==> src/verilog/ccr_consts.vh <==
// Constants for the codec control block: offsets, fields, resets, timing
// Assumes inclusion by bare name from the design files only
`ifndef CCR_CONSTS_VH
`define CCR_CONSTS_VH
// Register byte offsets
`define CCR_OFF_INDEX    8'h00
`define CCR_OFF_STATUS   8'h04
`define CCR_OFF_CONFIG   8'h08
`define CCR_OFF_RATEFMT  8'h0C
`define CCR_OFF_CAPFMT   8'h10
`define CCR_OFF_ALTRATE  8'h14
`define CCR_OFF_INDCTRL  8'h18
`define CCR_OFF_CAPRATE  8'h1C
`define CCR_OFF_PLAYRATE 8'h20
`define CCR_OFF_AFCTRL   8'h24
`define CCR_OFF_AFSTAT   8'h28
`define CCR_OFF_PBASE    8'h2C
`define CCR_OFF_CBASE    8'h30
`define CCR_OFF_PCOUNT   8'h34
`define CCR_OFF_CCOUNT   8'h38
// Field positions
`define CCR_IDX_MCE      0
`define CCR_CFG_CAL_LO   0
`define CCR_CFG_PLAY_PROG_IO     2
`define CCR_CFG_CAP_PROG_IO     3
`define CCR_CFG_PEN      4
`define CCR_CFG_CEN      5
`define CCR_CFG_IEN      6
`define CCR_CFG_EXT      7
`define CCR_CFG_PDN      8
`define CCR_CFG_OSM_LO   9
`define CCR_CFG_OSM_HI   10
`define CCR_ALT_SRE      0
`define CCR_IND_INDEPENDENT_RATE_ENABLE     0
`define CCR_AFC_PLAY_FORMAT_CHANGE     0
`define CCR_AFC_CAP_FORMAT_CHANGE     1
`define CCR_AFS_ACI      0
`define CCR_AFS_PI       4
`define CCR_AFS_CI       5
`define CCR_ST_INT       0
`define CCR_FMT_STEREO   4
`define CCR_FMT_WIDE     5
// Reset values and answers
`define CCR_RST_BYTE     8'h00
`define CCR_RST_BASE     16'h0000
`define CCR_BUSY_VALUE   32'h0000_0080
`define CCR_RESP_OKAY    2'b00
`define CCR_RESP_SLVERR  2'b10
// Timing
`define CCR_CLK_HZ       125000000
`define CCR_SAMPLE_HZ    44100
`define CCR_SAMPLE_DIV   (`CCR_CLK_HZ / `CCR_SAMPLE_HZ)
`define CCR_CAL_DAC_PER  9'h078
`define CCR_CAL_CONV_PER 9'h141
`define CCR_CAL_FULL_PER 9'h1C2
`define CCR_FULL_ADC_AT  9'h12C
`define CCR_FULL_DAC_AT  9'h096
`define CCR_CONV_DAC_AT  9'h0A0
`define CCR_RESYNC_PER   2'h2
`endif

==> src/verilog/ccr_codec_ctrl.v <==
// Codec control: calibration, rate select, formats, DMA sample counters
// Assumes an AXI4-Lite master on aclk and same-clock DMA byte/sample strobes
//
// What this block does
// - DAC calibration mutes, clears filters, 120 periods
// - Full calibration: mute, mixer, ADC, DAC; 450 periods
// - Full calibration at power-up and power-down exit
// - During resync ignore writes, reads return busy
// - Alternate rate overrides low rate bits, no mode-change
// - Independent rate uses separate capture/playback registers
// - Basic mode shares format, needs mode-change
// - Format-change enable flushes FIFO, unlocks format bits
// - Frequency change still needs global mode-change
// - Left sample always precedes right sample
// - 16-bit samples signed, low byte first
// - 8-bit samples unsigned offset binary
// - Upper base write loads current count
// - DMA runs when enabled, not programmed I/O, not calibrating; basic-mode capture only while playback DMA is off
// - Count decrements per sample, rollunder flags, reloads
// - Basic mode shares playback counter for both
// - Playback rollunder sets flag; write clears
// - Extended mode separate capture base and flag
// - Calibration starts on mode-change fall; busy bit
// - Code 00 none; code 01 converters, 321
// - Interrupt pin gated by enable; summary unaffected
//
// The register addresses and the AXI4-Lite slave port are this design's own decisions.
`include "ccr_consts.vh"
module ccr_codec_ctrl #(
  parameter SAMPLE_DIV = `CCR_SAMPLE_DIV
) (
  input  wire        aclk,
  input  wire        aresetn,
  input  wire [7:0]  s_axi_awaddr,
  input  wire        s_axi_awvalid,
  output reg         s_axi_awready,
  input  wire [31:0] s_axi_wdata,
  input  wire [3:0]  s_axi_wstrb,
  input  wire        s_axi_wvalid,
  output reg         s_axi_wready,
  output reg  [1:0]  s_axi_bresp,
  output reg         s_axi_bvalid,
  input  wire        s_axi_bready,
  input  wire [7:0]  s_axi_araddr,
  input  wire        s_axi_arvalid,
  output reg         s_axi_arready,
  output reg  [31:0] s_axi_rdata,
  output reg  [1:0]  s_axi_rresp,
  output reg         s_axi_rvalid,
  input  wire        s_axi_rready,
  input  wire        play_byte_valid,
  input  wire [7:0]  play_byte,
  input  wire        cap_sample_done,
  output reg  [15:0] dac_left,
  output reg  [15:0] dac_right,
  output reg         dac_valid,
  output reg         play_dma_run,
  output reg         cap_dma_run,
  output reg         play_fifo_flush,
  output reg         cap_fifo_flush,
  output reg  [7:0]  play_rate_sel,
  output reg  [7:0]  cap_rate_sel,
  output reg  [3:0]  play_format,
  output reg  [3:0]  cap_format,
  output reg         dac_mute,
  output reg         mixer_mute,
  output reg         mixer_cal,
  output reg         adc_cal,
  output reg         dac_cal,
  output reg         dac_filter_clear,
  output reg         sample_tick,
  output reg         irq
);
  localparam CAL_IDLE = 2'b01;
  localparam CAL_RUN  = 2'b10;

  // 8-bit offset binary to 16-bit two's complement
  function [15:0] ext8;
    input [7:0] b;
    begin
      ext8 = {b ^ 8'h80, 8'h00};
    end
  endfunction

  reg         mce_r;
  reg  [10:0] cfg_r;
  reg  [7:0]  ratefmt_r;
  reg  [7:0]  capfmt_r;
  reg  [7:0]  altrate_r;
  reg         independent_rate_enable_r;
  reg  [7:0]  caprate_r;
  reg  [7:0]  playrate_r;
  reg  [1:0]  afc_r;
  reg  [15:0] pbase_r;
  reg  [15:0] cbase_r;
  reg  [15:0] pcount_r;
  reg  [15:0] ccount_r;
  reg         pflag_r;
  reg         cflag_r;
  reg  [11:0] div_r;
  reg  [1:0]  cal_st_r;
  reg  [8:0]  cal_cnt_r;
  reg  [1:0]  cal_mode_r;
  reg  [1:0]  busy_cnt_r;
  reg  [7:0]  awaddr_r;
  reg  [31:0] wdata_r;
  reg  [3:0]  wstrb_r;
  reg  [1:0]  byte_idx_r;
  reg  [15:0] left_r;
  reg  [15:0] right_r;

  wire        ext      = cfg_r[`CCR_CFG_EXT];
  wire        busy     = (busy_cnt_r != 2'd0);
  wire        wr_go    = !s_axi_awready && !s_axi_wready && !s_axi_bvalid;
  wire        wr_ok    = wr_go && !busy;
  wire        l0       = wstrb_r[0];
  wire        l1       = wstrb_r[1];
  wire        w_index  = wr_ok && awaddr_r == `CCR_OFF_INDEX && l0;
  wire        w_status = wr_ok && awaddr_r == `CCR_OFF_STATUS;
  wire        w_cfg    = wr_ok && awaddr_r == `CCR_OFF_CONFIG;
  wire        w_rate   = wr_ok && awaddr_r == `CCR_OFF_RATEFMT && l0;
  wire        w_capfmt = wr_ok && awaddr_r == `CCR_OFF_CAPFMT && l0;
  wire        w_afstat = wr_ok && awaddr_r == `CCR_OFF_AFSTAT && l0;
  wire        w_pbase  = wr_ok && awaddr_r == `CCR_OFF_PBASE;
  wire        w_cbase  = wr_ok && awaddr_r == `CCR_OFF_CBASE && ext;
  wire        alt_rate_enable      = altrate_r[`CCR_ALT_SRE];
  wire        cal_busy = (cal_st_r == CAL_RUN);
  wire        mce_fall = w_index && mce_r && !wdata_r[`CCR_IDX_MCE];
  wire        pdn_fall = w_cfg && l1 && cfg_r[`CCR_CFG_PDN]
                         && !wdata_r[`CCR_CFG_PDN];
  wire        pfc_rise = wr_ok && awaddr_r == `CCR_OFF_AFCTRL && l0
                         && ext && wdata_r[`CCR_AFC_PLAY_FORMAT_CHANGE] && !afc_r[0];
  wire        cfc_rise = wr_ok && awaddr_r == `CCR_OFF_AFCTRL && l0
                         && ext && wdata_r[`CCR_AFC_CAP_FORMAT_CHANGE] && !afc_r[1];
  // Basic mode needs mode-change; extended also per-direction enable
  wire        pfmt_ok  = mce_r || (ext && afc_r[0]);
  wire        cfmt_ok  = mce_r || (ext && afc_r[1]);
  wire        p_wide   = ratefmt_r[`CCR_FMT_WIDE];
  wire        p_stereo = ratefmt_r[`CCR_FMT_STEREO];
  wire [1:0]  last_idx = {p_stereo, p_wide};
  wire        p_sample = play_dma_run && play_byte_valid
                         && byte_idx_r == (p_stereo ? (p_wide ? 2'd3 : 2'd1)
                                                    : (p_wide ? 2'd1 : 2'd0));
  wire        c_sample = cap_dma_run && cap_sample_done;
  // Basic mode: capture shares the playback counter
  wire        p_evt    = p_sample || (!ext && c_sample);
  wire        c_evt    = ext && c_sample;
  wire        p_roll   = p_evt && pcount_r == 16'h0000;
  wire        c_roll   = c_evt && ccount_r == 16'h0000;
  wire        clr_p    = w_status || (w_afstat && !wdata_r[`CCR_AFS_PI]);
  wire        clr_c    = w_status || (w_afstat && !wdata_r[`CCR_AFS_CI]);

  // AXI write channel: address and data taken in any order
  always @(posedge aclk)
  begin
    if (!aresetn)
    begin
      s_axi_awready <= 1'b1;
      s_axi_wready  <= 1'b1;
      s_axi_bvalid  <= 1'b0;
      s_axi_bresp   <= `CCR_RESP_OKAY;
      awaddr_r      <= 8'h00;
      wdata_r       <= 32'h0000_0000;
      wstrb_r       <= 4'h0;
    end
    else
    begin
      if (s_axi_awready && s_axi_awvalid)
      begin
        awaddr_r      <= s_axi_awaddr;
        s_axi_awready <= 1'b0;
      end
      if (s_axi_wready && s_axi_wvalid)
      begin
        wdata_r      <= s_axi_wdata;
        wstrb_r      <= s_axi_wstrb;
        s_axi_wready <= 1'b0;
      end
      if (wr_go)
      begin
        s_axi_bvalid <= 1'b1;
        s_axi_bresp  <= (awaddr_r > `CCR_OFF_CCOUNT || awaddr_r[1:0] != 2'b00)
                        ? `CCR_RESP_SLVERR : `CCR_RESP_OKAY;
      end
      if (s_axi_bvalid && s_axi_bready)
      begin
        s_axi_bvalid  <= 1'b0;
        s_axi_awready <= 1'b1;
        s_axi_wready  <= 1'b1;
      end
    end
  end

  // AXI read channel
  reg [31:0] rd_mux;
  reg        rd_err;
  always @*
  begin
    rd_mux = 32'h0000_0000;
    rd_err = 1'b0;
    case (s_axi_araddr)
      `CCR_OFF_INDEX:    rd_mux = {31'h0000_0000, mce_r};
      `CCR_OFF_STATUS:   rd_mux = {31'h0000_0000, pflag_r | cflag_r};
      `CCR_OFF_CONFIG:   rd_mux = {21'h00_0000, cfg_r};
      `CCR_OFF_RATEFMT:  rd_mux = {24'h00_0000, ratefmt_r};
      `CCR_OFF_CAPFMT:   rd_mux = {24'h00_0000, capfmt_r};
      `CCR_OFF_ALTRATE:  rd_mux = {24'h00_0000, altrate_r};
      `CCR_OFF_INDCTRL:  rd_mux = {31'h0000_0000, independent_rate_enable_r};
      `CCR_OFF_CAPRATE:  rd_mux = {24'h00_0000, caprate_r};
      `CCR_OFF_PLAYRATE: rd_mux = {24'h00_0000, playrate_r};
      `CCR_OFF_AFCTRL:   rd_mux = {30'h0000_0000, afc_r};
      `CCR_OFF_AFSTAT:   rd_mux = {26'h000_0000, cflag_r, pflag_r,
                                   3'b000, cal_busy};
      `CCR_OFF_PBASE:    rd_mux = {16'h0000, pbase_r};
      `CCR_OFF_CBASE:    rd_mux = {16'h0000, cbase_r};
      `CCR_OFF_PCOUNT:   rd_mux = {16'h0000, pcount_r};
      `CCR_OFF_CCOUNT:   rd_mux = {16'h0000, ccount_r};
      default:           rd_err = 1'b1;
    endcase
  end

  always @(posedge aclk)
  begin
    if (!aresetn)
    begin
      s_axi_arready <= 1'b1;
      s_axi_rvalid  <= 1'b0;
      s_axi_rdata   <= 32'h0000_0000;
      s_axi_rresp   <= `CCR_RESP_OKAY;
    end
    else if (s_axi_arready && s_axi_arvalid)
    begin
      s_axi_arready <= 1'b0;
      s_axi_rvalid  <= 1'b1;
      s_axi_rdata   <= busy ? `CCR_BUSY_VALUE : rd_mux;
      s_axi_rresp   <= (rd_err && !busy) ? `CCR_RESP_SLVERR : `CCR_RESP_OKAY;
    end
    else if (s_axi_rvalid && s_axi_rready)
    begin
      s_axi_rvalid  <= 1'b0;
      s_axi_arready <= 1'b1;
    end
  end

  // Control registers
  always @(posedge aclk)
  begin
    if (!aresetn)
    begin
      mce_r      <= 1'b0;
      cfg_r      <= 11'h000;
      ratefmt_r  <= `CCR_RST_BYTE;
      capfmt_r   <= `CCR_RST_BYTE;
      altrate_r  <= `CCR_RST_BYTE;
      independent_rate_enable_r     <= 1'b0;
      caprate_r  <= `CCR_RST_BYTE;
      playrate_r <= `CCR_RST_BYTE;
      afc_r      <= 2'b00;
      pbase_r    <= `CCR_RST_BASE;
      cbase_r    <= `CCR_RST_BASE;
    end
    else
    begin
      if (w_index)
        mce_r <= wdata_r[`CCR_IDX_MCE];
      if (w_cfg && l0)
      begin
        cfg_r[`CCR_CFG_PEN] <= wdata_r[`CCR_CFG_PEN];
        cfg_r[`CCR_CFG_CEN] <= wdata_r[`CCR_CFG_CEN];
        cfg_r[`CCR_CFG_IEN] <= wdata_r[`CCR_CFG_IEN];
        if (mce_r)
        begin
          cfg_r[1:0]           <= wdata_r[1:0];
          cfg_r[`CCR_CFG_PLAY_PROG_IO] <= wdata_r[`CCR_CFG_PLAY_PROG_IO];
          cfg_r[`CCR_CFG_CAP_PROG_IO] <= wdata_r[`CCR_CFG_CAP_PROG_IO];
          cfg_r[`CCR_CFG_EXT]  <= wdata_r[`CCR_CFG_EXT];
        end
      end
      if (w_cfg && l1)
        cfg_r[10:8] <= wdata_r[10:8];
      if (w_rate)
      begin
        if (mce_r)
          ratefmt_r[3:0] <= wdata_r[3:0];
        if (pfmt_ok)
          ratefmt_r[7:4] <= wdata_r[7:4];
      end
      if (w_capfmt && ext && cfmt_ok)
        capfmt_r[7:4] <= wdata_r[7:4];
      if (wr_ok && awaddr_r == `CCR_OFF_ALTRATE && l0)
        altrate_r <= wdata_r[7:0];
      if (wr_ok && awaddr_r == `CCR_OFF_INDCTRL && l0)
        independent_rate_enable_r <= wdata_r[`CCR_IND_INDEPENDENT_RATE_ENABLE];
      if (wr_ok && awaddr_r == `CCR_OFF_CAPRATE && l0)
        caprate_r <= wdata_r[7:0];
      if (wr_ok && awaddr_r == `CCR_OFF_PLAYRATE && l0)
        playrate_r <= wdata_r[7:0];
      if (wr_ok && awaddr_r == `CCR_OFF_AFCTRL && l0)
        afc_r <= ext ? wdata_r[1:0] : 2'b00;
      if (w_pbase && l0)
        pbase_r[7:0] <= wdata_r[7:0];
      if (w_pbase && l1)
        pbase_r[15:8] <= wdata_r[15:8];
      if (w_cbase && l0)
        cbase_r[7:0] <= wdata_r[7:0];
      if (w_cbase && l1)
        cbase_r[15:8] <= wdata_r[15:8];
    end
  end

  // Sample strobe and resynchronisation after a clock change
  always @(posedge aclk)
  begin
    if (!aresetn)
    begin
      div_r       <= 12'h000;
      sample_tick <= 1'b0;
      busy_cnt_r  <= 2'd0;
    end
    else
    begin
      sample_tick <= (div_r == 12'h000);
      div_r <= (div_r == 12'h000) ? SAMPLE_DIV[11:0] - 12'h001
                                  : div_r - 12'h001;
      if (w_rate && mce_r && wdata_r[3:0] != ratefmt_r[3:0]
          && !alt_rate_enable && !independent_rate_enable_r)
        busy_cnt_r <= `CCR_RESYNC_PER;
      else if (busy && sample_tick)
        busy_cnt_r <= busy_cnt_r - 2'd1;
    end
  end

  // Calibration sequencer
  always @(posedge aclk)
  begin
    if (!aresetn)
    begin
      // Power-up calibration pending from reset on: no unmuted gap
      cal_st_r   <= CAL_RUN;
      cal_cnt_r  <= `CCR_CAL_FULL_PER;
      cal_mode_r <= 2'b11;
    end
    else
    begin
      case (cal_st_r)
        CAL_IDLE:
          if (pdn_fall)
          begin
            cal_mode_r <= 2'b11;
            cal_cnt_r  <= `CCR_CAL_FULL_PER;
            cal_st_r   <= CAL_RUN;
          end
          else if (mce_fall && cfg_r[1:0] != 2'b00)
          begin
            cal_mode_r <= cfg_r[1:0];
            cal_cnt_r  <= (cfg_r[1:0] == 2'b11) ? `CCR_CAL_FULL_PER :
                          (cfg_r[1:0] == 2'b10) ? `CCR_CAL_DAC_PER :
                                                  `CCR_CAL_CONV_PER;
            cal_st_r   <= CAL_RUN;
          end
        CAL_RUN:
          if (sample_tick)
          begin
            cal_cnt_r <= cal_cnt_r - 9'd1;
            if (cal_cnt_r == 9'd1)
              cal_st_r <= CAL_IDLE;
          end
        default:
          cal_st_r <= CAL_IDLE;
      endcase
    end
  end

  // Registered calibration phase outputs
  always @(posedge aclk)
  begin
    if (!aresetn)
    begin
      dac_mute         <= 1'b1;
      mixer_mute       <= 1'b1;
      mixer_cal        <= 1'b0;
      adc_cal          <= 1'b0;
      dac_cal          <= 1'b0;
      dac_filter_clear <= 1'b0;
    end
    else
    begin
      dac_mute   <= cal_busy;
      mixer_mute <= cal_busy && cal_mode_r == 2'b11;
      mixer_cal  <= cal_busy && cal_mode_r == 2'b11
                    && cal_cnt_r > `CCR_FULL_ADC_AT;
      adc_cal    <= cal_busy && ((cal_mode_r == 2'b11
                    && cal_cnt_r <= `CCR_FULL_ADC_AT
                    && cal_cnt_r > `CCR_FULL_DAC_AT)
                    || (cal_mode_r == 2'b01
                    && cal_cnt_r > `CCR_CONV_DAC_AT));
      dac_cal    <= cal_busy && ((cal_mode_r == 2'b11
                    && cal_cnt_r <= `CCR_FULL_DAC_AT)
                    || (cal_mode_r == 2'b01
                    && cal_cnt_r <= `CCR_CONV_DAC_AT));
      dac_filter_clear <= cal_busy && cal_mode_r == 2'b10;
    end
  end

  // Rate, format and DMA enables
  always @(posedge aclk)
  begin
    if (!aresetn)
    begin
      play_rate_sel   <= 8'h00;
      cap_rate_sel    <= 8'h00;
      play_format     <= 4'h0;
      cap_format      <= 4'h0;
      play_dma_run    <= 1'b0;
      cap_dma_run     <= 1'b0;
      play_fifo_flush <= 1'b0;
      cap_fifo_flush  <= 1'b0;
      irq             <= 1'b0;
    end
    else
    begin
      if (independent_rate_enable_r)
      begin
        play_rate_sel <= playrate_r;
        cap_rate_sel  <= caprate_r;
      end
      else if (alt_rate_enable)
      begin
        play_rate_sel <= {cfg_r[`CCR_CFG_OSM_HI], cfg_r[`CCR_CFG_OSM_LO],
                          altrate_r[6:1]};
        cap_rate_sel  <= {cfg_r[`CCR_CFG_OSM_HI], cfg_r[`CCR_CFG_OSM_LO],
                          altrate_r[6:1]};
      end
      else
      begin
        play_rate_sel <= {4'h0, ratefmt_r[3:0]};
        cap_rate_sel  <= {4'h0, ratefmt_r[3:0]};
      end
      play_format <= ratefmt_r[7:4];
      cap_format  <= ext ? capfmt_r[7:4] : ratefmt_r[7:4];
      play_dma_run <= cfg_r[`CCR_CFG_PEN] && !cfg_r[`CCR_CFG_PLAY_PROG_IO]
                      && !cal_busy;
      cap_dma_run  <= cfg_r[`CCR_CFG_CEN] && !cfg_r[`CCR_CFG_CAP_PROG_IO]
                      && !cal_busy && (ext || !(cfg_r[`CCR_CFG_PEN]
                      && !cfg_r[`CCR_CFG_PLAY_PROG_IO]));
      play_fifo_flush <= pfc_rise;
      cap_fifo_flush  <= cfc_rise;
      irq <= (pflag_r || cflag_r) && cfg_r[`CCR_CFG_IEN];
    end
  end

  // Current counters and interrupt flags; a set beats a clear
  always @(posedge aclk)
  begin
    if (!aresetn)
    begin
      pcount_r <= `CCR_RST_BASE;
      ccount_r <= `CCR_RST_BASE;
      pflag_r  <= 1'b0;
      cflag_r  <= 1'b0;
    end
    else
    begin
      if (w_pbase && l1)
        pcount_r <= {wdata_r[15:8], l0 ? wdata_r[7:0] : pbase_r[7:0]};
      else if (p_roll)
        pcount_r <= pbase_r;
      else if (p_evt)
        pcount_r <= pcount_r - 16'h0001;
      if (w_cbase && l1)
        ccount_r <= {wdata_r[15:8], l0 ? wdata_r[7:0] : cbase_r[7:0]};
      else if (c_roll)
        ccount_r <= cbase_r;
      else if (c_evt)
        ccount_r <= ccount_r - 16'h0001;
      pflag_r <= p_roll || (pflag_r && !clr_p);
      cflag_r <= c_roll || (cflag_r && !clr_c);
    end
  end

  // Playback byte stream to samples: left first, low byte first
  always @(posedge aclk)
  begin
    if (!aresetn)
    begin
      byte_idx_r <= 2'd0;
      left_r     <= 16'h0000;
      right_r    <= 16'h0000;
      dac_left   <= 16'h0000;
      dac_right  <= 16'h0000;
      dac_valid  <= 1'b0;
    end
    else
    begin
      dac_valid <= 1'b0;
      if (pfc_rise || !play_dma_run)
        byte_idx_r <= 2'd0;
      else if (play_byte_valid)
      begin
        byte_idx_r <= p_sample ? 2'd0 : byte_idx_r + 2'd1;
        if (p_wide)
        begin
          case (byte_idx_r)
            2'd0: left_r[7:0]   <= play_byte;
            2'd1: left_r[15:8]  <= play_byte;
            2'd2: right_r[7:0]  <= play_byte;
            default: right_r[15:8] <= play_byte;
          endcase
        end
        else if (byte_idx_r == 2'd0)
          left_r <= ext8(play_byte);
        else
          right_r <= ext8(play_byte);
        if (p_sample)
        begin
          dac_valid <= 1'b1;
          dac_left  <= (!p_wide && last_idx == 2'd0) ? ext8(play_byte)
                       : (p_wide && !p_stereo) ? {play_byte, left_r[7:0]}
                       : left_r;
          dac_right <= !p_stereo
                       ? (p_wide ? {play_byte, left_r[7:0]} : ext8(play_byte))
                       : (p_wide ? {play_byte, right_r[7:0]}
                                 : ext8(play_byte));
        end
      end
    end
  end

endmodule // ccr_codec_ctrl

==> config.mk <==
export PLATFORM = sky130hd
export DESIGN_NAME = ccr_codec_ctrl
export DESIGN_NICKNAME = d
export VERILOG_FILES = /design/src/verilog/ccr_codec_ctrl.v
export VERILOG_INCLUDE_DIRS = /design/src /design/src/verilog
export SDC_FILE = /design/constraint.sdc
export NUM_CORES = 1
export LEC_CHECK = 0
export BUFFER_PORTS_ARGS = -buffer_cell sky130_fd_sc_hd__buf_4
export CORE_UTILIZATION = 40
export CTS_BUF_LIST = sky130_fd_sc_hd__clkbuf_8
export DETAILED_ROUTE_END_ITERATION = 12
export GPL_ROUTABILITY_DRIVEN = 0
export GPL_TIMING_DRIVEN = 0
export PLACE_DENSITY = 0.57
export RECOVER_POWER = 100
export REMOVE_ABC_BUFFERS = 1
export SYNTH_ARGS = -nofsm -noshare
export SYNTH_HDL_FRONTEND = slang
export SYNTH_SLANG_ARGS = --single-unit
export TNS_END_PERCENT = 30
==> constraint.sdc <==
create_clock -name aclk -period 6.9 [get_ports aclk]
set_input_delay 1.38 -clock aclk [delete_from_list [all_inputs] [get_ports aclk]]
set_output_delay 1.38 -clock aclk [all_outputs]
set_load 0.03 [all_outputs]
After elaboration in Yosys (flattened, before gate mapping)
Index checks and enable logic that the tools add are counted.

Register bits: 306. Output and inout port bits: 110.

Add/subtract/negate cells: 6. Order comparisons: 7. Equal/unequal tests: 44. Muxes and demuxes: 55. Bitwise logic cells: 5. Reductions and logical operators: 154.

Operators by type and width (number): 16-bit one-hot mux with 15 select lines (1); 16-bit 2-to-1 mux (13); 8-bit by 6-bit == test with 1-bit output, second input constant (12); 1-bit logical AND (86); 8-bit 2-to-1 mux (10); 8-bit by 5-bit == test with 1-bit output, second input constant (8); 9-bit 2-to-1 mux (5); 8-bit by 4-bit == test with 1-bit output, second input constant (4); 16-bit zero test (2); 32-bit 2-to-1 mux (1); 16-bit by 1-bit subtractor with 16-bit output, second input constant (2); 2-bit 2-to-1 mux (14); 1-bit zero test (22); 9-bit by 8-bit > comparator with 1-bit output, second input constant (2); 9-bit by 8-bit <= comparator with 1-bit output, second input constant (2); 9-bit one-hot mux with 2 select lines (1); 8-bit by 3-bit == test with 1-bit output, second input constant (2); 8-bit zero test (2); 2-bit nonzero test (8); 15-bit OR reduction (1); 1-bit logical OR (13); 2-bit == test, second input constant (6); 12-bit zero test (1); 12-bit 2-to-1 mux (1); other kinds (26) (52).

Logic depth before layout (Yosys ltp)
Gate-level depths: netlist of run 1.

Word-level depth: 12. Gate-level depth with buffers: 10. Mapped depth without buffers: 8.

Least setup slack after synthesis of run 1
OpenSTA, ideal clock, no wires.

Path type: input to register. From: input s_axi_araddr[1]. To: register s_axi_rdata[14]. Data arrival time: 3.020 ns. Setup slack: 3.809 ns. Stages: 7. Path buffers: 2. Cell sequence: clkbuf_1 -> or4b_2 -> nor3_2 -> buf_2 -> nand2_1 -> a21o_1 -> a21oi_1.

Word-level cells in the longest chain between the ends: 3. Elaborated cells on any way between the ends: 17.

RTL lines: from (decl) (RTL line ccr_codec_ctrl.v:44) `input wire [7:0] s_axi_araddr,`; 8-bit by 6-bit == test with 1-bit output (tied with other cells) (RTL line ccr_codec_ctrl.v:201) `case (s_axi_araddr)`; 16-bit one-hot mux with 15 select lines * (RTL line ccr_codec_ctrl.v:201); 32-bit 2-to-1 mux * (RTL line ccr_codec_ctrl.v:235) `` s_axi_rdata <= busy ? `CCR_BUSY_VALUE : rd_mux; ``; to (signal assigned) (RTL line ccr_codec_ctrl.v:235); to (decl) (RTL line ccr_codec_ctrl.v:47) `output reg [31:0] s_axi_rdata,`.

Every way passes the cells marked *; elsewhere a longest branch is shown, timed or not. A chain may end at the register's enable or synchronous reset.

Worst setup path after layout of run 1
From: input aresetn. To: register ccount_r[5].

RTL lines: from (decl) (RTL line ccr_codec_ctrl.v:33) `input wire aresetn,`; to (signal assigned) (RTL line ccr_codec_ctrl.v:458) `` ccount_r <= `CCR_RST_BASE; ``; to (signal assigned) (RTL line ccr_codec_ctrl.v:471) `ccount_r <= {wdata_r[15:8], l0 ? wdata_r[7:0] : cbase_r[7:0]};`; to (signal assigned) (RTL line ccr_codec_ctrl.v:473) `ccount_r <= cbase_r;`; to (decl) (RTL line ccr_codec_ctrl.v:97) `reg [15:0] ccount_r;`.

No word-level cell between the ends.

==> impl_summary.log, run 1 <==
[metrics] worst setup path startpoint: aresetn
[metrics] final setup fails: 0
[metrics] clock tree root buffer cell: sky130_fd_sc_hd__clkbuf_8
[metrics] post-CTS setup-driven buffer insertion count: 0
[metrics] violation count after the first detailed-route iteration: 977
[metrics] Congestion Overflow GR: 0
[metrics] Final nets: 1,840
[metrics] Yosys warning total: 0
[metrics] clock tree from TritonCTS: yes
[metrics] placed instance area: 14,980 um2
[metrics] library cell contributing the largest single delay on the critical path: sky130_fd_sc_hd__clkbuf_1
[metrics] power density over cell area: 241.4 nW/um2
[metrics] Port Buffers: 142
[metrics] count of cell instances traversed by the critical path: 5
[metrics] count of flip-flops with a built-in enable after synthesis: 0
[metrics] violations in the final reports: max-capacitance violations, max-slew violations
[metrics] Worst VDD drop: 0.1871 mV
[metrics] reg2reg end: dac_right[10]
[metrics] Reg2Reg Setup Slack: 3.38 ns
[metrics] final number of hold-violating endpoints: 0
[metrics] cell family contributing the most delay on the critical path: buffers and inverters
[metrics] share of synthesized flip-flops with an asynchronous set or reset: 0%
[metrics] final design area excluding fillers: 15,620 um2
[metrics] clock network power share: 41.2%
[metrics] fraction of final layout cells sized beyond drive strength 1: 10.49%
[metrics] Global Route Usage Sum: 23.37%
[metrics] Critical Path Start Type: input pin
[metrics] first-pass GRT wire length: 65.58 mm
[metrics] I/O pins: 179
[metrics] met1 Resource Use GR: 30.82%
[metrics] part of the cycle the worst path needs: 71.55%
[metrics] via count: 12,350
[metrics] CTS sink cnt: 288
[metrics] static leakage: 5.792 nW
[metrics] Die X: 187.5 um
[metrics] unrepaired setup endpoints after global routing: false
[metrics] Data required, critical path: 7.33 ns
[metrics] number of maximum-capacitance violations: 1
[metrics] via count of the first global-routing pass: 11,660
[metrics] CP Buf/Inv Count: 4
[metrics] category of the worst setup path capture point: flip-flop
[metrics] Worst Hold Launch: dac_left[6]
[metrics] clock slew at reported path FFs: 0.06 ns
[metrics] reg-to-reg startpoint: wstrb_r[0]
[metrics] total number of H-tree levels: 2
[metrics] TritonCTS Buffers: 50
[metrics] CP arrival: 5.37 ns
[metrics] commonest register cell after synthesis: sky130_fd_sc_hd__dfxtp_1
[metrics] net switching power: 1.030 mW
[metrics] Row Count: 67
[metrics] buffers from clock root to sink, at most: 3
[metrics] outcome: finished with violations
[metrics] Residual DRC: 0
[metrics] GR Util met2: 37.92%
[metrics] post-synth design cell area: 13,770 um2
[metrics] share of the yosys chip area belonging to registers: 41.87%
[metrics] post-placement setup slack: 3.116 ns
[metrics] end point of the critical path: ccount_r[5]
[metrics] met3 layer usage reported by global route: 4.380%
[metrics] cts repair resizes: 0
[metrics] signed area change from the synthesized netlist to the final layout: 13.40%
[metrics] Routed Wire Length: 42.19 mm
[metrics] switching power as a share of total power: 27.31%
[metrics] post-DP HPWL: 29.24 mm
[metrics] gate count of the mapped netlist: 1,664
[metrics] number of hold-repair buffers added at the cts stage: 0
[metrics] Worst-Margin Slew: 2.752 ns
[metrics] final slew viol count: 50
[metrics] synthesized area per cell: 8.276 um2
[metrics] Diodes inserted: 0
[metrics] clk_lat worst skew: 0.58 ns
[metrics] DIE HEIGHT: 187.5 um
[metrics] most frequent cells in the layout: sky130_fd_sc_hd__dfxtp_1 (288), sky130_fd_sc_hd__nand2_1 (248), sky130_fd_sc_hd__a21oi_1 (174)
[metrics] final setup margin: 1.963 ns
[metrics] R2R depth: 5
[metrics] Combinational Power Share: 11.1%
[metrics] most common cell after layout, fill and taps aside: sky130_fd_sc_hd__dfxtp_1
[metrics] cell repeated most along the worst path: sky130_fd_sc_hd__buf_16
[metrics] via/cell ratio: 5.514
[metrics] initial cell density of the core: 40.86%
[metrics] Slew HR: -83.46%
[metrics] category of the critical setup timing path: input pin to flip-flop
[metrics] part of the power in registers: 47.7%
[metrics] 1st-pass router iterations: 5
[metrics] total core area: 33,700 um2
[metrics] antenna violation net count after detailed routing: 0
[metrics] Worst Path Max Fanout: 124
[metrics] Worst path max stage delay: 1.90 ns
[metrics] Max Fclk: 202.6 MHz
[metrics] largest clock skew in the final design: 0.03637 ns
[metrics] Wirelength per Cell: 18.83 um
[metrics] type of the tightest min-delay check: flip-flop to flip-flop
[metrics] Total Die Area: 35,170 um2
[metrics] Synth cell types: 92
[metrics] pin count of the biggest net entering global routing: 125
[metrics] initial antenna violation count: 0
[metrics] most crowded layer after global routing: met2
[metrics] internal power: 2.740 mW
[metrics] minimum clock period: 4.937 ns
[metrics] register bit count reported by yosys: 288
[metrics] cells traversed along the worst timing path: clkbuf_1 -> clkinvlp_2 -> buf_16 -> buf_16 -> a2111oi_0
cell type report:
type                    instances  area, um2
clock buffers                  67      922.1
clock inverters                21      90.09
fillers                      3469      18080
inverters                      41      155.1
multi-input cells            1227       7310
flip-flops and latches        288       5766
well taps                     448      560.5
repair buffers                148      813.3
synth_stat cells, types with 6 or more instances:
master | count | area share [%]
sky130_fd_sc_hd__o211ai_1 | 8 | 0.44
sky130_fd_sc_hd__buf_2 | 15 | 0.55
sky130_fd_sc_hd__inv_1 | 40 | 1.1
sky130_fd_sc_hd__a22o_1 | 7 | 0.45
sky130_fd_sc_hd__a21oi_1 | 174 | 6.3
sky130_fd_sc_hd__or3_1 | 9 | 0.41
sky130_fd_sc_hd__nor3_1 | 24 | 0.87
sky130_fd_sc_hd__nor4b_1 | 8 | 0.51
sky130_fd_sc_hd__clkbuf_1 | 73 | 2.0
sky130_fd_sc_hd__a221oi_1 | 7 | 0.45
sky130_fd_sc_hd__buf_4 | 22 | 1.2
sky130_fd_sc_hd__a21boi_0 | 6 | 0.33
sky130_fd_sc_hd__a31oi_1 | 8 | 0.36
sky130_fd_sc_hd__buf_1 | 11 | 0.30
sky130_fd_sc_hd__xor2_1 | 10 | 0.64
sky130_fd_sc_hd__o221ai_1 | 6 | 0.38
sky130_fd_sc_hd__nor4_1 | 15 | 0.68
sky130_fd_sc_hd__a21o_1 | 6 | 0.33
sky130_fd_sc_hd__o21ai_0 | 77 | 2.8
sky130_fd_sc_hd__a22oi_1 | 20 | 1.1
sky130_fd_sc_hd__ha_1 | 15 | 1.4
sky130_fd_sc_hd__nand3_1 | 62 | 2.3
sky130_fd_sc_hd__o22ai_1 | 9 | 0.41
sky130_fd_sc_hd__xnor2_1 | 14 | 0.89
sky130_fd_sc_hd__nor2_2 | 7 | 0.32
sky130_fd_sc_hd__nand4b_1 | 6 | 0.38
sky130_fd_sc_hd__nor2_1 | 168 | 4.6
sky130_fd_sc_hd__a222oi_1 | 8 | 0.58
sky130_fd_sc_hd__mux2_2 | 20 | 1.6
sky130_fd_sc_hd__and3_1 | 8 | 0.36
sky130_fd_sc_hd__nand2b_1 | 10 | 0.45
sky130_fd_sc_hd__dfxtp_1 | 288 | 42
sky130_fd_sc_hd__mux2i_1 | 92 | 6.7
sky130_fd_sc_hd__nand2_1 | 248 | 6.8
sky130_fd_sc_hd__a211oi_1 | 14 | 0.76
sky130_fd_sc_hd__and2_1 | 22 | 1.0
sky130_fd_sc_hd__nor2b_1 | 12 | 0.55
sky130_fd_sc_hd__nor3b_1 | 7 | 0.38
sequential cells by signal (all words and copies together) (netlist names), 4 cells and up:
name	flops
pbase_r	16
awaddr_r	8
cfg_r	11
div_r	12
wdata_r	16
s_axi_rdata	16
dac_left	16
left_r	16
caprate_r	8
play_format	4
cap_rate_sel	8
ratefmt_r	8
dac_right	16
cbase_r	16
altrate_r	8
right_r	8
playrate_r	8
capfmt_r	4
cal_cnt_r	9
pcount_r	16
ccount_r	16
cap_format	4
play_rate_sel	8
worst min-delay path, stage by stage (launching register included):
cell                      delay [ns]
sky130_fd_sc_hd__dfxtp_1        0.31
sky130_fd_sc_hd__nand2_1        0.05
sky130_fd_sc_hd__a21oi_1        0.05
per-stage QoR:
stage	setup TNS [ns]	power, mW	instances	utilization (%)	hold slack [ns]
2_1_floorplan	0	2.107	1556	-	0.4189
4_1_cts	0	3.818	2239	47.45	0.4529
5_1_grt	0	3.947	2240	46.34	0.4705
3_3_place_gp	-370.41	2.241	2146	44.10	0.4402
3_5_place_dp	0	2.251	2151	44.44	0.4452
6_report	0	3.770	2240	46.34	0.4476
worst min-delay path by stage:
stage                     depth (start not counted)  slack [ns]            to
final                                             2        0.45   dac_left[6]
after global routing                              2        0.47   dac_left[3]
after CTS                                         2        0.45   dac_left[6]
after detailed placement                          2        0.45   dac_left[7]
after global placement                            2        0.44  dac_right[4]
after floorplan                                   2        0.42           irq
metal layers:
metal / wire [um] / share of wire (%)
met4: 1485 / 3.5
met2: 18910 / 45
met1: 18890 / 45
met3: 2903 / 6.9
met5: 0 / 0
cells by family after synthesis:
family                     Yosys count  synth area share, %
buffers and inverters              166                5.479
xor gates and xnor gates            24                1.526
adders and majority gates           15                1.363
AOI/OAI and AO/OA                  412                18.98
other                                1              0.02723
DFF                                288                41.87
and+or+nand+nor                    644                22.17
muxes                              114                8.586
power by group through the flow:
stage          Combinational [mW]  Sequential [mW]  Clock (mW)
4_1_cts                     0.426             1.79        1.60
3_5_place_dp                0.421             1.83           0
3_3_place_gp                0.413             1.83           0
6_report                    0.420             1.80        1.55
2_1_floorplan               0.290             1.82           0
5_1_grt                     0.468             1.80        1.67
No activity file was read; power rests on OpenSTA's default activity.
==> run 2, diff against run 1 <==
==> constraint.sdc (replaced) <==
create_clock -name aclk -period 4.8 [get_ports aclk]
set_input_delay 0.96 -clock aclk [delete_from_list [all_inputs] [get_ports aclk]]
set_output_delay 0.96 -clock aclk [all_outputs]
set_load 0.03 [all_outputs]
==> impl_summary.log, run 2 (synthesis results as in run 1) <==
[metrics] outcome: finished with violations
[metrics] violations in the final reports: max-capacitance violations, max-slew violations
[metrics] Residual DRC: 0 (unchanged)
[metrics] violation count after the first detailed-route iteration: 981 (+0.41%)
[metrics] Global Route Usage Sum: 23.37% (unchanged)
[metrics] Port Buffers: 142 (unchanged)
[metrics] Worst Hold Launch: dac_left[6]
[metrics] Worst VDD drop: 0.2700 mV (+44%)
[metrics] Die X: 187.5 um (unchanged)
[metrics] fraction of final layout cells sized beyond drive strength 1: 10.38% (-0.11 points)
[metrics] cell depth of the worst hold path: 2 (unchanged)
[metrics] antenna violation net count after detailed routing: 0 (unchanged)
[metrics] initial cell density of the core: 40.86% (unchanged)
[metrics] power consumption: 5.415 mW (+44%)
[metrics] final number of hold-violating endpoints: 0 (unchanged)
[metrics] static leakage: 5.795 nW (about the same)
[metrics] Final nets: 1,840 (unchanged)
[metrics] clock tree from TritonCTS: yes
[metrics] CP arrival: 4.36 ns (-1.01 ns)
[metrics] detailed-route wire length on metal 1: 18.72 mm (-0.90%)
[metrics] most frequent cells in the layout: sky130_fd_sc_hd__dfxtp_1 (288), sky130_fd_sc_hd__nand2_1 (248), sky130_fd_sc_hd__a21oi_1 (174)
[metrics] most common cell after layout, fill and taps aside: sky130_fd_sc_hd__dfxtp_1
[metrics] Routed Wire Length: 42.21 mm (about the same)
[metrics] final setup margin: 0.9177 ns (-1.046 ns)
[metrics] TritonCTS Buffers: 50 (unchanged)
[metrics] post-DP HPWL: 29.24 mm (unchanged)
[metrics] final setup fails: 0 (unchanged)
[metrics] number of maximum-capacitance violations: 2 (+1)
[metrics] Total Neg Setup Slack: 0 ns (unchanged)
[metrics] via count: 12,390 (+0.33%)
[metrics] Max Fclk: 257.6 MHz
[metrics] via count of the first global-routing pass: 11,660 (unchanged)
[metrics] Data required, critical path: 5.28 ns (-2.05 ns)
[metrics] category of the worst setup path capture point: flip-flop
[metrics] buffers from clock root to sink, at most: 3 (unchanged)
[metrics] post-placement setup slack: 1.217 ns (-1.899 ns)
[metrics] R2R depth: 6 (+1)
[metrics] post-CTS setup-driven buffer insertion count: 0 (unchanged)
[metrics] Row Count: 67 (unchanged)
[metrics] reg-to-reg startpoint: ratefmt_r[4]
[metrics] via/cell ratio: 5.532 (+0.33%)
[metrics] Worst Path Max Fanout: 49 (-60%)
[metrics] clock tree root buffer cell: sky130_fd_sc_hd__clkbuf_8
[metrics] total number of H-tree levels: 2 (unchanged)
[metrics] largest clock skew in the final design: 0.03767 ns (+0.001295 ns)
[metrics] final design area excluding fillers: 15,610 um2 (about the same)
[metrics] placed instance area: 14,980 um2 (unchanged)
[metrics] CTS sink cnt: 288 (unchanged)
[metrics] number of hold-repair buffers added at the cts stage: 0 (unchanged)
[metrics] terminating pin of the worst hold path: dac_left[6]
[metrics] minimum clock period: 3.882 ns
[metrics] pin count of the biggest net entering global routing: 125 (unchanged)
[metrics] Critical Path Start Type: input pin
[metrics] clock slew at reported path FFs: 0.06 ns (about the same)
[metrics] Slew HR: -86.24% (-2.8 points)
[metrics] first-pass GRT wire length: 65.58 mm (unchanged)
[metrics] worst hold margin: 0.4476 ns (+0.000006000 ns)
[metrics] max layer used: met4
[metrics] total length of routed met3 wires: 2.968 mm (+2.2%)
[metrics] unrepaired setup endpoints after global routing: false
[metrics] reg2reg end: dac_left[2]
[metrics] signed area change from the synthesized netlist to the final layout: 13.33% (about the same)
[metrics] Wirelength per Cell: 18.84 um (about the same)
[metrics] DIE HEIGHT: 187.5 um (unchanged)
[metrics] Congestion Overflow GR: 0 (unchanged)
[metrics] type of the tightest min-delay check: flip-flop to flip-flop
[metrics] Diodes inserted: 0 (unchanged)
[metrics] final slew viol count: 92 (+84%)
[metrics] cts repair resizes: 0 (unchanged)
[metrics] Total Die Area: 35,170 um2 (unchanged)
[metrics] power density over cell area: 347.0 nW/um2 (+44%)
[metrics] Worst-Margin Slew: 2.794 ns (+0.04164 ns)
[metrics] I/O pins: 179 (unchanged)
[metrics] part of the cycle the worst path needs: 80.88%
[metrics] Reg2Reg Setup Slack: 0.92 ns (-2.46 ns)
[metrics] initial antenna violation count: 0 (unchanged)
[metrics] total core area: 33,700 um2 (unchanged)
[metrics] clk_lat worst skew: 0.58 ns (about the same)
[metrics] sum of met2 wire segment lengths after detailed routing: 19.06 mm (+0.80%)
[metrics] 1st-pass router iterations: 5 (unchanged)
[metrics] category of the critical setup timing path: input pin to flip-flop
[run 2: cell count changes in the layout (fill, tap and decap cells not counted), sizes merged]
| cell | change |
|---|---|
| clkinvlp | -1 |
| clkinv | +1 |
[run 2: worst max-delay path by stage]
stage	cells after the start	startpoint	endpoint	slack, ns
6_report	5	aresetn	pcount_r[15]	0.92
5_1_grt	6	ratefmt_r[4]	dac_right[0]	0.56
4_1_cts	5	wstrb_r[0]	dac_right[10]	1.23
3_5_place_dp	5	wstrb_r[0]	dac_right[10]	1.22
3_3_place_gp	5	aresetn	s_axi_rdata[4]	-4.27
2_1_floorplan	2	aresetn	ccount_r[12]	-0.56
[run 2: cell type report]
cell class | count | area (um2)
sequential | 288 | 5766
inverter | 41 | 158.9
fill | 3474 | 18090
clock buffer | 67 | 922.1
tap | 448 | 560.5
clock inverter | 21 | 90.09
timing repair buffer | 148 | 813.3
multi-input combinational | 1227 | 7296
[run 2: metal layers]
| metal | GRT usage (%) | up-vias |
|---|---|---|
| met2 | 37.92 | 441 |
| li1 | - | 6032 |
| met5 | 0 | - |
| met4 | 8.537 | 0 |
| met3 | 4.380 | 83 |
| met1 | 30.82 | 5836 |
[run 2: where the power goes]
part / switching [mW] / internal [mW]
Combinational: 0.373 / 0.230
Sequential: 0.108 / 2.47
Clock: 0.994 / 1.24
[run 2: critical path, stage by stage]
cell and delay [ns]:
sky130_fd_sc_hd__clkbuf_1 1.94, sky130_fd_sc_hd__nand2_1 0.73, sky130_fd_sc_hd__a41oi_1 0.42, sky130_fd_sc_hd__o21ai_0 0.13, sky130_fd_sc_hd__o22ai_1 0.15
[run 2: per-stage QoR]
stage	cells	util (%)
after CTS	2239	47.45
after floorplan	1556	-
after global routing	2240	46.31
after detailed placement	2151	44.44
final	2240	46.31
after global placement	2146	44.10
==> run 3, diff against run 2 <==
==> constraint.sdc (replaced) <==
create_clock -name aclk -period 3.9 [get_ports aclk]
set_input_delay 0.78 -clock aclk [delete_from_list [all_inputs] [get_ports aclk]]
set_output_delay 0.78 -clock aclk [all_outputs]
set_load 0.03 [all_outputs]
==> impl_summary.log, run 3 (synthesis results as in run 1) <==
[metrics] final design area excluding fillers: 15,570 um2 (-0.22%)
[metrics] power density over cell area: 427.9 nW/um2 (+23%)
[metrics] Worst VDD drop: 0.3327 mV (+23%)
[metrics] Post-Layout Cell Count: 2,240 (unchanged)
[metrics] post-placement setup slack: 0.3165 ns (-0.9000 ns)
[metrics] Worst Path Max Fanout: 7 (-86%)
[metrics] post-DP HPWL: 29.24 mm (unchanged)
[metrics] violations in the final reports: max-capacitance violations, max-slew violations
[metrics] Max Fclk: 277.2 MHz
[metrics] Wirelength per Cell: 18.88 um (+0.19%)
[metrics] largest clock skew in the final design: 0.03737 ns (-0.0002983 ns)
[metrics] clk_lat worst skew: 0.58 ns (about the same)
[metrics] placed instance area: 14,980 um2 (unchanged)
[metrics] via/cell ratio: 5.521 (-0.21%)
[metrics] TritonCTS Buffers: 50 (unchanged)
[metrics] violation count after the first detailed-route iteration: 943 (-3.9%)
[metrics] Residual DRC: 0 (unchanged)
[metrics] Row Count: 67 (unchanged)
[metrics] category of the critical setup timing path: flip-flop to flip-flop
[metrics] final number of hold-violating endpoints: 0 (unchanged)
[metrics] outcome: finished with violations
[metrics] via count of the first global-routing pass: 11,660 (unchanged)
[metrics] Congestion Overflow GR: 0 (unchanged)
[metrics] part of the cycle the worst path needs: 92.51%
[metrics] Worst-Margin Slew: 2.662 ns (-0.1315 ns)
[metrics] final setup margin: 0.2920 ns (-0.6257 ns)
[metrics] minimum clock period: 3.608 ns
[metrics] signed area change from the synthesized netlist to the final layout: 13.08%
[metrics] Port Buffers: 142 (unchanged)
[metrics] antenna violation net count after detailed routing: 0 (unchanged)
[metrics] Slew HR: -77.47% (+8.8 points)
[metrics] Die X: 187.5 um (unchanged)
[metrics] post-CTS setup-driven buffer insertion count: 0 (unchanged)
[metrics] via count: 12,370 (-0.21%)
[metrics] Routed Wire Length: 42.29 mm (+0.19%)
[metrics] static leakage: 5.779 nW (-0.27%)
[metrics] cts repair resizes: 0 (unchanged)
[metrics] CTS sink cnt: 288 (unchanged)
[metrics] Critical Path Start Type: flip-flop
[metrics] initial cell density of the core: 40.86% (unchanged)
[metrics] 1st-pass router iterations: 8 (+3)
[metrics] total core area: 33,700 um2 (unchanged)
[metrics] first-pass GRT wire length: 65.58 mm (unchanged)
[metrics] Data required, critical path: 4.34 ns (-0.94 ns)
[metrics] CP arrival: 4.05 ns (-0.31 ns)
[metrics] clock slew at reported path FFs: 0.06 ns (about the same)
[metrics] number of hold-repair buffers added at the cts stage: 0 (unchanged)
[metrics] unrepaired setup endpoints after global routing: false
[metrics] Diodes inserted: 0 (unchanged)
[metrics] final slew viol count: 124 (+35%)
[metrics] Total Die Area: 35,170 um2 (unchanged)
[metrics] I/O pins: 179 (unchanged)
[metrics] Global Route Usage Sum: 23.37% (unchanged)
[metrics] pin count of the biggest net entering global routing: 125 (unchanged)
[metrics] category of the worst setup path capture point: flip-flop
[metrics] number of maximum-capacitance violations: 1 (-1)
[metrics] clock tree from TritonCTS: yes
[metrics] DIE HEIGHT: 187.5 um (unchanged)
[metrics] total number of H-tree levels: 2 (unchanged)
[metrics] buffers from clock root to sink, at most: 3 (unchanged)
[metrics] final setup fails: 0 (unchanged)
[metrics] most frequent cells in the layout: sky130_fd_sc_hd__dfxtp_1 (288), sky130_fd_sc_hd__nand2_1 (248), sky130_fd_sc_hd__a21oi_1 (174)
[metrics] placed cells: 2,151 (unchanged)
[metrics] clock tree root buffer cell: sky130_fd_sc_hd__clkbuf_8
[metrics] Final nets: 1,840 (unchanged)
[metrics] type of the tightest min-delay check: input pin to flip-flop
[metrics] most common cell after layout, fill and taps aside: sky130_fd_sc_hd__dfxtp_1
[metrics] initial antenna violation count: 0 (unchanged)
[metrics] fraction of final layout cells sized beyond drive strength 1: 10.21% (-0.17 points)
run 3: metal layers:
metal	global-route usage, %	vias to the layer above	wire [um]
li1	-	6034	-
met1	30.82	5805	18700
met2	37.92	440	19150
met3	4.380	87	2989
met4	8.537	0	1454
met5	0	-	0
run 3: path summary, 6_finish.rpt:
| check | start | to | slack, ns | cells after the start |
|---|---|---|---|---|
| setup reg to reg | busy_cnt_r[0] | cal_cnt_r[4] | 0.29 | 8 |
| hold reg to reg | dac_left[6] | dac_left[6] | 0.45 | 2 |
| setup / recovery | busy_cnt_r[0] | cal_cnt_r[4] | 0.29 | 8 |
| hold / removal | s_axi_wvalid | s_axi_wready | 0.43 | 2 |
run 3: power by group:
part           switching (mW)  total (mW)  internal, mW  leakage (nW)
sequential              0.133        3.18          3.04          2.33
combinational           0.460       0.740         0.281          2.87
clock                    1.23        2.75          1.52         0.579
run 3: metrics by stage:
stage / total power, mW / setup TNS, ns / utilization [%] / hold WS (ns)
floorplan: 3.728 / -165.69 / - / 0.4189
global placement: 3.965 / -921.05 / 44.10 / 0.4402
detailed placement: 3.982 / 0 / 44.44 / 0.4452
CTS: 6.754 / 0 / 47.45 / 0.4022
global route: 6.980 / 0 / 46.21 / 0.4515
finish: 6.664 / 0 / 46.21 / 0.4265
run 3: critical path, stage by stage (launching register included):
cell	delay, ns
sky130_fd_sc_hd__dfxtp_1	0.30
sky130_fd_sc_hd__inv_1	0.08
sky130_fd_sc_hd__ha_1	0.35
sky130_fd_sc_hd__or3b_1	0.55
sky130_fd_sc_hd__nor4_1	0.99
sky130_fd_sc_hd__nand4_1	0.50
sky130_fd_sc_hd__a21bo_1	0.34
sky130_fd_sc_hd__a21boi_4	0.22
sky130_fd_sc_hd__a2111oi_0	0.13
run 3: cell type report:
type                       instances  area [um2]
fill                            3477       18130
multi-input combinational       1227        7281
sequential                       288        5766
clock buffer                      67       922.1
timing repair buffer             148       794.5
tap                              448       560.5
inverter                          41       158.9
clock inverter                    21       90.09
